==> config.mk <==
export PLATFORM = sky130hd
export DESIGN_NAME = threshold_switch_output
export DESIGN_NICKNAME = d
export VERILOG_FILES = /design/src/common/thresh_pkg.sv /design/src/hdl/tick_divider.sv /design/src/hdl/threshold_channel.sv /design/src/hdl/threshold_switch_output.sv
export SDC_FILE = /design/constraint.sdc
export NUM_CORES = 2
export LEC_CHECK = 0
export ABC_AREA = 1
export ABC_CLOCK_PERIOD_IN_PS = 12940
export BUFFER_PORTS_ARGS = -buffer_cell sky130_fd_sc_hd__buf_2
export CAP_MARGIN = 20
export CORE_MARGIN = 2
export CORE_UTILIZATION = 35
export CTS_BUF_LIST = sky130_fd_sc_hd__clkbuf_2 sky130_fd_sc_hd__clkbuf_4 sky130_fd_sc_hd__clkbuf_8
export CTS_CLUSTER_DIAMETER = 50
export DETAILED_ROUTE_END_ITERATION = 10
export PLACE_DENSITY = 0.6
export SLEW_MARGIN = 40
export SYNTH_ARGS = -nofsm -noshare
export SYNTH_HDL_FRONTEND = slang
export SYNTH_SLANG_ARGS = --single-unit
==> constraint.sdc <==
create_clock -name mclk_i -period 12.94 [get_ports mclk_i]
set_input_delay 0.647 -clock mclk_i [delete_from_list [all_inputs] [get_ports mclk_i]]
set_output_delay 0.647 -clock mclk_i [all_outputs]
set_load 0.03 [all_outputs]
==> src/common/thresh_pkg.sv <==
package thresh_pkg;
   // ==========================================================
   // Channel and data widths
   localparam int NUM_CH = 8;
   localparam int VAL_W = 16;

   // ==========================================================
   // Register map (byte addresses, one page of 0x20 per channel)
   localparam logic [11:0] OFS_IRQ_STATUS = 12'h000;
   localparam logic [11:0] OFS_IRQ_CLEAR = 12'h004;
   localparam logic [11:0] OFS_IRQ_ENABLE = 12'h008;
   localparam logic [11:0] OFS_OUT_STATE = 12'h00C;
   localparam logic [11:0] OFS_CH_BASE = 12'h100;
   localparam int CH_SHIFT = 5;
   localparam logic [4:0] OFS_CH_CTRL = 5'h00;
   localparam logic [4:0] OFS_CH_LIMITS = 5'h04;
   localparam logic [4:0] OFS_CH_DELAY = 5'h08;
   localparam logic [4:0] OFS_CH_HOLD = 5'h0C;
   localparam logic [4:0] OFS_CH_DUTY = 5'h10;
   localparam logic [4:0] OFS_CH_INPUT = 5'h14;

   // ==========================================================
   // Control register fields
   localparam int CTRL_WINDOW = 0;
   localparam int CTRL_FAULT_LO = 1;
   localparam int CTRL_INVERT = 3;
   localparam int CTRL_SC_EN = 4;
   localparam int CTRL_PR_EN = 5;
   localparam int CTRL_ERROR = 6;
   localparam int CTRL_ENABLE = 7;

   // ==========================================================
   // Reset values
   localparam logic [15:0] RST_LOWER = 16'h0000;
   localparam logic [15:0] RST_UPPER = 16'h0064;
   localparam logic [31:0] RST_DELAY = 32'h0000_0000;
   localparam logic [31:0] RST_HOLD = 32'h0000_0000;
   localparam logic [6:0] RST_DUTY = 7'h32;
   localparam logic [7:0] RST_CTRL = 8'h12; // Short detect on, fault turns off

   // ==========================================================
   // Timing: delays and hold times count in 1 ms ticks
   localparam int CLK_MHZ = 100;
   localparam int TICK_US = 1000;
   localparam int TICK_CYCLES = CLK_MHZ * TICK_US;
   // Reduced PWM period of one tick, duty steps in percent
   localparam int PWM_STEPS = 100;
   localparam int PWM_STEP_CYCLES = 1000;

   typedef enum logic [1:0] {FAULT_LAST, FAULT_OFF, FAULT_ON, FAULT_RSV} fault_mode_t;

   typedef struct packed {
      logic enable;
      logic error;
      logic pr_en;
      logic sc_en;
      logic invert;
      fault_mode_t fault;
      logic window;
   } ch_ctrl_t;

   typedef struct packed {
      ch_ctrl_t ctrl;
      logic [VAL_W-1:0] lower;
      logic [VAL_W-1:0] upper;
      logic [31:0] delay;
      logic [31:0] hold;
      logic [6:0] duty;
      logic [VAL_W-1:0] value;
   } ch_cfg_t;
endpackage

==> src/hdl/tick_divider.sv <==
`timescale 1ns/10ps
module tick_divider #(
   parameter int DIV = 100000
)(
   input wire logic mclk_i,
   input wire logic resetn_i,
   output logic tick_o
);
   localparam int CW = $clog2(DIV + 1);
   logic [CW-1:0] count;

   initial
   begin
      if (DIV < 1)
         $error("tick_divider: DIV must be at least 1");
   end

   // ==========================================================
   // Divider producing a one-cycle enable
   always_ff @(posedge mclk_i)
   begin
      if (!resetn_i)
      begin
         count <= '0;
         tick_o <= 1'b0;
      end
      else if (count == CW'(DIV - 1))
      begin
         count <= '0;
         tick_o <= 1'b1;
      end
      else
      begin
         count <= count + 1'b1;
         tick_o <= 1'b0;
      end
   end
endmodule // tick_divider

==> src/hdl/threshold_channel.sv <==
`timescale 1ns/10ps
module threshold_channel (
   input wire logic mclk_i,
   input wire logic resetn_i,
   input wire logic tick_i,
   input wire logic pwm_tick_i,
   input wire logic [6:0] pwm_phase_i,
   input wire thresh_pkg::ch_cfg_t cfg_i,
   input wire logic short_i,
   output logic out_o,
   output logic cond_o,
   output logic short_evt_o
);
   logic cond;
   logic next_cond;
   logic state;
   logic [31:0] delay_cnt;
   logic [31:0] hold_cnt;
   logic reduced;
   logic logical_out;
   logic last_valid;
   logic driven;

   // ==========================================================
   // Comparator: window or hysteresis
   always_comb
   begin
      if (cfg_i.ctrl.window)
         next_cond = (cfg_i.value >= cfg_i.lower) && (cfg_i.value <= cfg_i.upper);
      else if (cfg_i.value > cfg_i.upper)
         next_cond = 1'b1;
      else if (cfg_i.value < cfg_i.lower)
         next_cond = 1'b0;
      else
         next_cond = cond;
   end

   always_ff @(posedge mclk_i)
   begin
      if (!resetn_i)
         cond <= 1'b0;
      else
         cond <= next_cond;
   end

   // ==========================================================
   // Switching delay: the condition must hold for the whole delay
   always_ff @(posedge mclk_i)
   begin
      if (!resetn_i)
      begin
         state <= 1'b0;
         delay_cnt <= '0;
      end
      else if (cond == state)
         delay_cnt <= '0;
      else if (delay_cnt >= cfg_i.delay)
      begin
         state <= cond;
         delay_cnt <= '0;
      end
      else if (tick_i)
         delay_cnt <= delay_cnt + 1'b1;
   end

   // ==========================================================
   // Power reduction hold timer, restarted at every off period
   always_ff @(posedge mclk_i)
   begin
      if (!resetn_i)
      begin
         hold_cnt <= '0;
         reduced <= 1'b0;
      end
      else if (!state || !cfg_i.ctrl.pr_en)
      begin
         hold_cnt <= '0;
         reduced <= 1'b0;
      end
      else if (hold_cnt >= cfg_i.hold)
         reduced <= 1'b1;
      else if (tick_i)
         hold_cnt <= hold_cnt + 1'b1;
   end

   // duty percent gates the reduced output
   assign logical_out = state && (!reduced || (pwm_phase_i < cfg_i.duty));

   // ==========================================================
   // Fault substitution and inversion
   always_comb
   begin
      if (cfg_i.ctrl.error)
      begin
         case (cfg_i.ctrl.fault)
            thresh_pkg::FAULT_LAST: driven = last_valid;
            thresh_pkg::FAULT_ON: driven = 1'b1;
            default: driven = 1'b0;
         endcase
      end
      else
         driven = logical_out;
   end

   always_ff @(posedge mclk_i)
   begin
      if (!resetn_i)
      begin
         last_valid <= 1'b0;
         out_o <= 1'b0;
         short_evt_o <= 1'b0;
      end
      else
      begin
         if (!cfg_i.ctrl.error)
            last_valid <= logical_out;
         out_o <= cfg_i.ctrl.enable & (driven ^ cfg_i.ctrl.invert);
         short_evt_o <= cfg_i.ctrl.sc_en & short_i & out_o;
      end
   end

   assign cond_o = state;

   // ==========================================================
   // Checks
   // zero delay follows next cycle
   zero_delay_a: assert property (@(posedge mclk_i) disable iff (!resetn_i)
      (cfg_i.delay == 0 && cond != state) |=> (state == $past(cond)))
      else $error("zero delay did not switch");
   invert_out_a: assert property (@(posedge mclk_i) disable iff (!resetn_i)
      (cfg_i.ctrl.enable && !cfg_i.ctrl.error && $stable(cfg_i)) ##1 $stable(cfg_i)
      |-> out_o == ($past(logical_out) ^ cfg_i.ctrl.invert))
      else $error("inversion wrong");
   fault_on_a: assert property (@(posedge mclk_i) disable iff (!resetn_i)
      (cfg_i.ctrl.enable && cfg_i.ctrl.error && cfg_i.ctrl.fault == thresh_pkg::FAULT_ON
       && !cfg_i.ctrl.invert) |=> out_o)
      else $error("fault on not applied");
   hyst_on_a: assert property (@(posedge mclk_i) disable iff (!resetn_i)
      (!cfg_i.ctrl.window && cfg_i.value > cfg_i.upper) |=> cond)
      else $error("hysteresis did not turn on");
   window_in_a: assert property (@(posedge mclk_i) disable iff (!resetn_i)
      (cfg_i.ctrl.window && cfg_i.value >= cfg_i.lower && cfg_i.value <= cfg_i.upper) |=> cond)
      else $error("window inside not seen");
   no_reduce_off_a: assert property (@(posedge mclk_i) disable iff (!resetn_i)
      !state |=> !reduced)
      else $error("reduced while off");
   // no switch while condition equals state
   hold_state_a: assert property (@(posedge mclk_i) disable iff (!resetn_i)
      (cond == state) |=> $stable(state))
      else $error("state switched without cause");
   short_off_a: assert property (@(posedge mclk_i) disable iff (!resetn_i)
      !cfg_i.ctrl.sc_en |=> !short_evt_o)
      else $error("short event while disabled");
endmodule // threshold_channel

==> src/hdl/threshold_switch_output.sv <==
// Design decisions made here: the register offsets and the AHB-Lite slave port.
`timescale 1ns/10ps
module threshold_switch_output #(
   parameter int NUM_CH = thresh_pkg::NUM_CH,
   parameter int TICK_CYCLES = thresh_pkg::TICK_CYCLES,
   parameter int PWM_STEP_CYCLES = thresh_pkg::PWM_STEP_CYCLES
)(
   input wire logic mclk_i,
   input wire logic resetn_i,
   input wire logic hsel_i,
   input wire logic [31:0] haddr_i,
   input wire logic [1:0] htrans_i,
   input wire logic hwrite_i,
   input wire logic [2:0] hsize_i,
   input wire logic [31:0] hwdata_i,
   input wire logic hready_i,
   output logic [31:0] hrdata_o,
   output logic hreadyout_o,
   output logic hresp_o,
   input wire logic [7:0] short_i,
   output logic [7:0] out_o,
   output logic irq_o
);
   thresh_pkg::ch_cfg_t cfg [NUM_CH];
   logic [NUM_CH-1:0] ch_out;
   logic [NUM_CH-1:0] ch_cond;
   logic [NUM_CH-1:0] ch_short;
   logic [NUM_CH-1:0] cond_d;
   logic [2*NUM_CH-1:0] irq_status;
   logic [2*NUM_CH-1:0] irq_enable;
   logic [2*NUM_CH-1:0] irq_event;
   logic [2*NUM_CH-1:0] irq_clear;
   logic tick;
   logic pwm_tick;
   logic [6:0] pwm_phase;
   logic wr_pend;
   logic [11:0] wr_addr;
   logic [11:0] rd_addr;
   logic [31:0] next_rdata;

   initial
   begin
      if (NUM_CH < 1 || NUM_CH > 8)
         $error("threshold_switch_output: NUM_CH must be 1 to 8");
   end

   // ==========================================================
   // Address decode helpers
   function automatic logic is_ch(input logic [11:0] a);
      return a >= thresh_pkg::OFS_CH_BASE && a < 12'(thresh_pkg::OFS_CH_BASE + (NUM_CH << thresh_pkg::CH_SHIFT));
   endfunction

   function automatic logic [2:0] ch_idx(input logic [11:0] a);
      return 3'((a - thresh_pkg::OFS_CH_BASE) >> thresh_pkg::CH_SHIFT);
   endfunction

   function automatic logic wr_hit(input logic [11:0] ofs);
      return wr_pend && wr_addr == ofs;
   endfunction

   // ==========================================================
   // Timebase: millisecond tick and reduced PWM phase
   tick_divider #(.DIV(TICK_CYCLES)) ms_div (
      .mclk_i(mclk_i),
      .resetn_i(resetn_i),
      .tick_o(tick)
   );

   tick_divider #(.DIV(PWM_STEP_CYCLES)) pwm_div (
      .mclk_i(mclk_i),
      .resetn_i(resetn_i),
      .tick_o(pwm_tick)
   );

   always_ff @(posedge mclk_i)
   begin
      if (!resetn_i)
         pwm_phase <= '0;
      else if (pwm_tick)
         pwm_phase <= (pwm_phase == 7'(thresh_pkg::PWM_STEPS - 1)) ? 7'h00 : pwm_phase + 7'h01;
   end

   // ==========================================================
   // AHB-Lite slave: zero wait states, always OKAY
   assign hreadyout_o = 1'b1;
   assign hresp_o = 1'b0;

   // Capture address phase
   always_ff @(posedge mclk_i)
   begin
      if (!resetn_i)
      begin
         wr_pend <= 1'b0;
         wr_addr <= '0;
      end
      else if (hready_i)
      begin
         wr_pend <= hsel_i && htrans_i[1] && hwrite_i;
         wr_addr <= {haddr_i[11:2], 2'b00};
      end
   end

   assign rd_addr = {haddr_i[11:2], 2'b00};

   // Read mux, unmapped reads as zero
   always_comb
   begin
      next_rdata = 32'h0000_0000;
      if (is_ch(rd_addr))
      begin
         case (rd_addr[4:0])
            thresh_pkg::OFS_CH_CTRL: next_rdata = {23'h0, ch_cond[ch_idx(rd_addr)], cfg[ch_idx(rd_addr)].ctrl};
            thresh_pkg::OFS_CH_LIMITS: next_rdata = {cfg[ch_idx(rd_addr)].upper, cfg[ch_idx(rd_addr)].lower};
            thresh_pkg::OFS_CH_DELAY: next_rdata = cfg[ch_idx(rd_addr)].delay;
            thresh_pkg::OFS_CH_HOLD: next_rdata = cfg[ch_idx(rd_addr)].hold;
            thresh_pkg::OFS_CH_DUTY: next_rdata = {25'h0, cfg[ch_idx(rd_addr)].duty};
            thresh_pkg::OFS_CH_INPUT: next_rdata = {16'h0, cfg[ch_idx(rd_addr)].value};
            default: next_rdata = 32'h0000_0000;
         endcase
      end
      else
      begin
         case (rd_addr)
            thresh_pkg::OFS_IRQ_STATUS: next_rdata = 32'(irq_status);
            thresh_pkg::OFS_IRQ_ENABLE: next_rdata = 32'(irq_enable);
            thresh_pkg::OFS_OUT_STATE: next_rdata = {16'h0, 8'(ch_cond), out_o};
            default: next_rdata = 32'h0000_0000;
         endcase
      end
   end

   always_ff @(posedge mclk_i)
   begin
      if (!resetn_i)
         hrdata_o <= 32'h0000_0000;
      else if (hready_i && hsel_i && htrans_i[1] && !hwrite_i)
         hrdata_o <= next_rdata;
   end

   // ==========================================================
   // Per-channel configuration registers and channel logic
   genvar g;
   generate
      for (g = 0; g < NUM_CH; g++)
      begin : ch
         always_ff @(posedge mclk_i)
         begin
            if (!resetn_i)
            begin
               cfg[g].ctrl <= thresh_pkg::RST_CTRL;
               // limits reset to 0 and 100
               cfg[g].lower <= thresh_pkg::RST_LOWER;
               cfg[g].upper <= thresh_pkg::RST_UPPER;
               cfg[g].delay <= thresh_pkg::RST_DELAY;
               cfg[g].hold <= thresh_pkg::RST_HOLD;
               cfg[g].duty <= thresh_pkg::RST_DUTY;
               cfg[g].value <= '0;
            end
            else if (wr_pend && is_ch(wr_addr) && ch_idx(wr_addr) == 3'(g))
            begin
               case (wr_addr[4:0])
                  thresh_pkg::OFS_CH_CTRL: cfg[g].ctrl <= hwdata_i[7:0];
                  thresh_pkg::OFS_CH_LIMITS:
                  begin
                     cfg[g].lower <= hwdata_i[15:0];
                     cfg[g].upper <= hwdata_i[31:16];
                  end
                  thresh_pkg::OFS_CH_DELAY: cfg[g].delay <= hwdata_i;
                  thresh_pkg::OFS_CH_HOLD: cfg[g].hold <= hwdata_i;
                  thresh_pkg::OFS_CH_DUTY: cfg[g].duty <= (hwdata_i[6:0] > 7'h64) ? 7'h64 : hwdata_i[6:0];
                  thresh_pkg::OFS_CH_INPUT: cfg[g].value <= hwdata_i[15:0];
                  default: ;
               endcase
            end
         end

         threshold_channel chan (
            .mclk_i(mclk_i),
            .resetn_i(resetn_i),
            .tick_i(tick),
            .pwm_tick_i(pwm_tick),
            .pwm_phase_i(pwm_phase),
            .cfg_i(cfg[g]),
            .short_i(short_i[g]),
            .out_o(ch_out[g]),
            .cond_o(ch_cond[g]),
            .short_evt_o(ch_short[g])
         );

         assign out_o[g] = ch_out[g];
         assign irq_event[g] = ch_cond[g] ^ cond_d[g];
         assign irq_event[NUM_CH + g] = ch_short[g];
      end
      for (g = NUM_CH; g < 8; g++)
      begin : unused
         assign out_o[g] = 1'b0;
      end
   endgenerate

   // ==========================================================
   // Interrupts: switch events and short events, set wins over clear
   assign irq_clear = wr_hit(thresh_pkg::OFS_IRQ_CLEAR) ? hwdata_i[2*NUM_CH-1:0] : '0;

   // Previous switched state for change events
   always_ff @(posedge mclk_i)
   begin
      if (!resetn_i)
         cond_d <= '0;
      else
         cond_d <= ch_cond;
   end

   // Sticky status, a new event beats a clear in the same cycle
   always_ff @(posedge mclk_i)
   begin
      if (!resetn_i)
         irq_status <= '0;
      else
         irq_status <= (irq_status & ~irq_clear) | irq_event;
   end

   // Interrupt enable mask
   always_ff @(posedge mclk_i)
   begin
      if (!resetn_i)
         irq_enable <= '0;
      else if (wr_hit(thresh_pkg::OFS_IRQ_ENABLE))
         irq_enable <= hwdata_i[2*NUM_CH-1:0];
   end

   assign irq_o = |(irq_status & irq_enable);

   upper_reset_a: assert property (@(posedge mclk_i) $rose(resetn_i) |-> cfg[0].upper == 16'h0064)
      else $error("upper limit reset value wrong");

   // ==========================================================
   // Checks on registers, events and timebase
   // new event beats clear
   set_wins_a: assert property (@(posedge mclk_i) disable iff (!resetn_i)
      irq_event != '0 |=> (irq_status & $past(irq_event)) == $past(irq_event))
      else $error("status event lost");

   clear_works_a: assert property (@(posedge mclk_i) disable iff (!resetn_i)
      (irq_clear & ~irq_event) != '0 |=> (irq_status & $past(irq_clear & ~irq_event)) == '0)
      else $error("status bit not cleared");

   enable_write_a: assert property (@(posedge mclk_i) disable iff (!resetn_i)
      wr_hit(thresh_pkg::OFS_IRQ_ENABLE) |=> irq_enable == $past(hwdata_i[2*NUM_CH-1:0]))
      else $error("enable mask not written");

   switch_event_a: assert property (@(posedge mclk_i) disable iff (!resetn_i)
      ch_cond != cond_d |=> (irq_status[NUM_CH-1:0] & $past(ch_cond ^ cond_d)) == $past(ch_cond ^ cond_d))
      else $error("switch event not flagged");

   ctrl_write_a: assert property (@(posedge mclk_i) disable iff (!resetn_i)
      wr_hit(thresh_pkg::OFS_CH_BASE) |=> cfg[0].ctrl == $past(hwdata_i[7:0]))
      else $error("control write lost");

   disabled_off_a: assert property (@(posedge mclk_i) disable iff (!resetn_i)
      !cfg[0].ctrl.enable |=> !out_o[0])
      else $error("disabled channel driven");

   limits_write_a: assert property (@(posedge mclk_i) disable iff (!resetn_i)
      wr_hit(thresh_pkg::OFS_CH_BASE + 12'(thresh_pkg::OFS_CH_LIMITS))
      |=> {cfg[0].upper, cfg[0].lower} == $past(hwdata_i))
      else $error("limits write lost");

   limits_read_a: assert property (@(posedge mclk_i) disable iff (!resetn_i)
      (hready_i && hsel_i && htrans_i[1] && !hwrite_i && rd_addr == thresh_pkg::OFS_CH_BASE
       + 12'(thresh_pkg::OFS_CH_LIMITS)) |=> hrdata_o == $past({cfg[0].upper, cfg[0].lower}))
      else $error("limits read wrong");

   duty_cap_a: assert property (@(posedge mclk_i) disable iff (!resetn_i)
      cfg[0].duty <= 7'h64 && cfg[NUM_CH-1].duty <= 7'h64)
      else $error("duty above full scale");

   phase_step_a: assert property (@(posedge mclk_i) disable iff (!resetn_i)
      !pwm_tick |=> $stable(pwm_phase))
      else $error("phase moved without tick");

   phase_range_a: assert property (@(posedge mclk_i) disable iff (!resetn_i)
      pwm_phase < 7'(thresh_pkg::PWM_STEPS))
      else $error("phase out of range");
endmodule // threshold_switch_output

==> results <==
- The run finished with clean final reports.
- The area after detailed placement is 106,900 sq um.
- The ratio of routed vias to standard cells is 5.159.
- The HPWL after detailed placement is 247.6 mm.
- The count of placed standard cells including taps is 16,802.
- The initial antenna violation count came to 21.
- The internal power is 0.009285 W.
- The synthesized netlist occupies a cell area of 102,300 sq um.
- The worst voltage drop across the vdd grid is 81.37 uV.
- The fraction of final layout cells sized beyond drive strength 1 is 0.07330.
- The number of buffers created by CTS is 321.
- The part of the Yosys area used for sequential elements is 0.4311.
- Timing would allow up to 0.2588 GHz.
- The signal on the critical path passes through buf_8 -> buf_4 -> buf_4 -> buf_6 -> nand2_1 -> o211ai_1 -> nand3_1 -> nand3_1 -> nand2_1 -> o21ai_1 -> a21oi_1.
- The power dissipated by switching net loads is 0.003275 W.
- Row generation in the floorplan step produced 198 rows.
- The power density normalized to cell area is 110.1 nW/um^2.
- Of the total power, combinational logic draws 0.073.
- The cell with the largest stage delay on the worst path is o21ai_1.
- In this run the worst path has a maximum fanout of 101.
- The final estimated routing congestion in global placement is 0.9646.
- The number of routed nets with antenna violations is 0.
- The static leakage is 47.23 nW.
- The wire length of the first global-routing pass is 520.3 mm.
- The TritonCTS clock tree is built.
- The number of global-route vias before repair is 82,405.
- Prior to clock tree synthesis, the placed netlist has a worst setup slack of 8.141 ns.
- The clock latency reported for the late side of the worst-skew pair is 1.05 ns.
- Synthesis inferred 1,695 register bits.
- The number of nets handed over by synthesis was 14,165.
- Once the clock tree was built, the setup fixing pass inserted 0 buffers.
- Measured along the y axis, the die boundary spans 544.7 microns.
- After routing, the total negative slack on setup checks comes to 0 ns.
- The overall global routing resource usage is 0.2316.
- The post-synthesis average cell area is 7.723 sq um.
- The cell chosen for the clock root is clkbuf_8.
- Clock skew on the completed layout was measured at 0.1249 ns.
- The maximum level of the CTS H-tree is 5.
- For this run, the number of Yosys warnings is 0.
- The core region area is 290,800 sq um.
- The count of nets after finishing is 14,162.
- The routed wire length is 351.8 mm.
- The prevailing post-synth register cell is edfxtp_1.
- Data on the critical path is required at its endpoint by 13.78 ns.
- Counting both buffers and inverters, the worst setup path holds a total of 4.
- The cell family contributing the most delay on the critical path is buffers and inverters.
- The number of pins exceeding their max-slew limit in the final report is 0.
- The clock transition at the registers of the reported paths is 0.06 ns.
- Setup repair after global routing left no endpoint under its margin.
- The share of total power dissipated in the clock network is 0.460.
- In this run the tool buffered the top-level ports with 96 buffer cells.
- The category of the worst setup path capture point is a register.
- Of the total power, the share spent switching nets is 0.2607.
- The worst hold path belongs to the class in2reg.
- By area the synthesized netlist is led by edfxtp_1 (30%), dfxtp_1 (13%), nand2_1 (11%).
- Subtracting the final worst setup slack from the clock period gives 3.865 ns.
- The kind of start point of the critical path is a primary input.
- For this run, asynchronously set or reset flops after synthesis account for 0.
- The number of library cell types mapped by synthesis is 48.
- In the finished design, the share of the clock period the worst path needs comes to 0.2986.
- The class of the most critical setup path is in2reg.
- Synthesis handed over a netlist of 13,248 instances.
- The total number of vias is 89,822.
- After the first detailed-routing iteration, the DRC count stood at 9,324.
- The number of enable-type register cells in the synthesized netlist is 1,016.
- The transition time of the tightest slew-check pin is 0.9631 ns.
- For this design the top-level I/O count stands at 125.
- The floorplan step defined a die boundary enclosing 296,700 sq um.
- STA puts the critical path data arrival time at 4.71 ns.
- The detailed-router iteration count before antenna repair is 6.
- The final worst slack is 9.075 ns.
- With fillers left out, the area of the finished cells amounts to 114,100 sq um.
- Of the post-synthesis cell area, the dominant cell type holds 0.2982.
- The pin count of the biggest net entering global routing is 195.
- In the layout the commonest cells are nand2_1 (2,875), nor2_1 (2,210), inv_1 (1,360), a21oi_1 (1,031), edfxtp_1 (1,016).
- For this design, the sink count on the clock tree is 1,695.
- The final hold violation count is 0.
- The most common cell after layout, fill and taps aside is nand2_1.
- The die is 544.7 microns wide.
- The sum of overflow across all layers after global routing is 0.
- No sink is reached through more buffers than the 4 on the longest clock path.
- After detailed routing, the average wire length per cell comes to 20.20 microns.
- The number of max-cap violations is 0.
- The effective utilization at floorplan is 0.3518.
- The biggest area consumer among synthesized cells is edfxtp_1.
- After detailed routing, the number of remaining DRC violations is 0.
- Setup violations remaining at the end of the flow were counted as 0.
- Once layout is complete, the cells apart from fillers number 17,412.
- On the worst path, the slowest cell contributes a delay of 0.68 ns.
- Relative to the synthesized area, the layout overhead comes to 11.53%.
- The fraction of power consumed by sequential logic is 0.467.
- The worst slew margin relative to its limit is 0.3579.
[layer usage]
metal	GRT usage	wire, microns
met1	0.3086	148300
met2	0.3647	155900
met3	0.03824	29180
met4	0.1100	18280
met5	0	156
[final timing paths]
kind,from,cells past startpoint,slack (ns),to
max reg2reg,ms_div.tick_o,12,9.16,ch[2].chan.delay_cnt[27]
min,haddr_i[4],3,0.11,wr_addr[4]
min reg2reg,ch[4].chan.short_evt_o,2,0.43,irq_status[12]
max,haddr_i[5],11,9.08,hrdata_o[14]
[cell type report]
type / instances / area [sq um]
inverter: 1410 / 5338
timing repair buffer: 281 / 2155
multi-input combinational: 9536 / 50680
sequential: 1695 / 44110
clock buffer: 498 / 6103
tap: 3900 / 4880
fill: 29967 / 176700
antenna: 6 / 15.01
clock inverter: 86 / 838.3
[cell usage after synthesis (2+ instances only)]
cell      count
a221oi_1      4
nor2_1     2225
buf_1        46
o21bai_1     13
buf_2        24
nand3_1     753
o211ai_1     98
xor2_1      234
nor3b_1       4
o21ai_0     510
a31oi_1       8
and3_1       10
inv_2         7
edfxtp_1   1016
inv_1      1385
ha_1        835
buf_4        11
mux2i_1      16
nand4_1     391
clkinv_1     18
nor4_1       24
xnor2_1     107
nand2_4       2
o21a_1       28
clkbuf_1    517
buf_6         8
nor2_2       16
nand3b_1    120
a21o_1       25
nor2_4       15
o21ai_1       4
nor3_1      135
nand2_1    2880
conb_1        2
dfxtp_1     679
nand2_2       3
a21oi_1    1031
a22o_1        4
nor2_8        2
or2_2        30
[metrics by stage]
stage                     hold slack [ns]  total power, W  utilization
final                              0.1148         0.01256       0.3923
after global routing               0.1135         0.01293       0.3923
after CTS                         0.02931         0.01262       0.3920
after detailed placement           0.4223        0.006880       0.3675
after global placement             0.4191        0.006861       0.3666
after floorplan                    0.4153        0.006482            -
[power by group through the flow]
| stage | Sequential (W) | Combinational, W | Clock (W) |
|---|---|---|---|
| 2_1_floorplan | 0.00596 | 0.000521 | 0 |
| 3_3_place_gp | 0.00598 | 0.000880 | 0 |
| 6_report | 0.00587 | 0.000916 | 0.00577 |
| 3_5_place_dp | 0.00598 | 0.000897 | 0 |
| 5_1_grt | 0.00588 | 0.000986 | 0.00607 |
| 4_1_cts | 0.00587 | 0.000904 | 0.00585 |
[timing repair]
action	CTS	global route
resized for setup	0	0
hold buffers	18	0
endpoints found under the hold margin	26	0
[kinds of logic (layout without fill, tap and decap cells)]
group | count (synthesis) | after routing | synth area share
and+or+nand+nor | 6616 | 6616 | 0.2717
other | 2 | 8 | 0.00007340
xor gates and xnor gates | 341 | 341 | 0.02919
adders and majority gates | 835 | 835 | 0.1021
muxes | 16 | 16 | 0.001565
DFF | 1695 | 1695 | 0.4311
AOI/OAI and AO/OA | 1726 | 1726 | 0.08886
buffers and inverters | 2017 | 2275 | 0.07544
[worst reg2reg max path: cells and delay by family (launching register included)]
kind,cells,cell delay [ns]
simple gates,8,1.51
xor+xnor,1,0.13
buf+inv,3,1.25
flops,1,0.77
[flip-flops by register name, summed over array words and instances (netlist names)]
signal and cells:
pwm_phase 7, wr_addr 10, irq_status 16, irq_enable 16, ch.chan.delay_cnt 256, ch.chan.cond 8, wr_pend 1, ch.chan.out_o 8
ch.chan.hold_cnt 256, ms_div.tick_o 1, ch.chan.last_valid 8, hrdata_o 32, ch.chan.short_evt_o 8, cfg 1016, cond_d 8, pwm_div.tick_o 1
ch.chan.cond_o 8, pwm_div.count 10, ms_div.count 17, ch.chan.reduced 8
(Power assumes the default switching activity.)
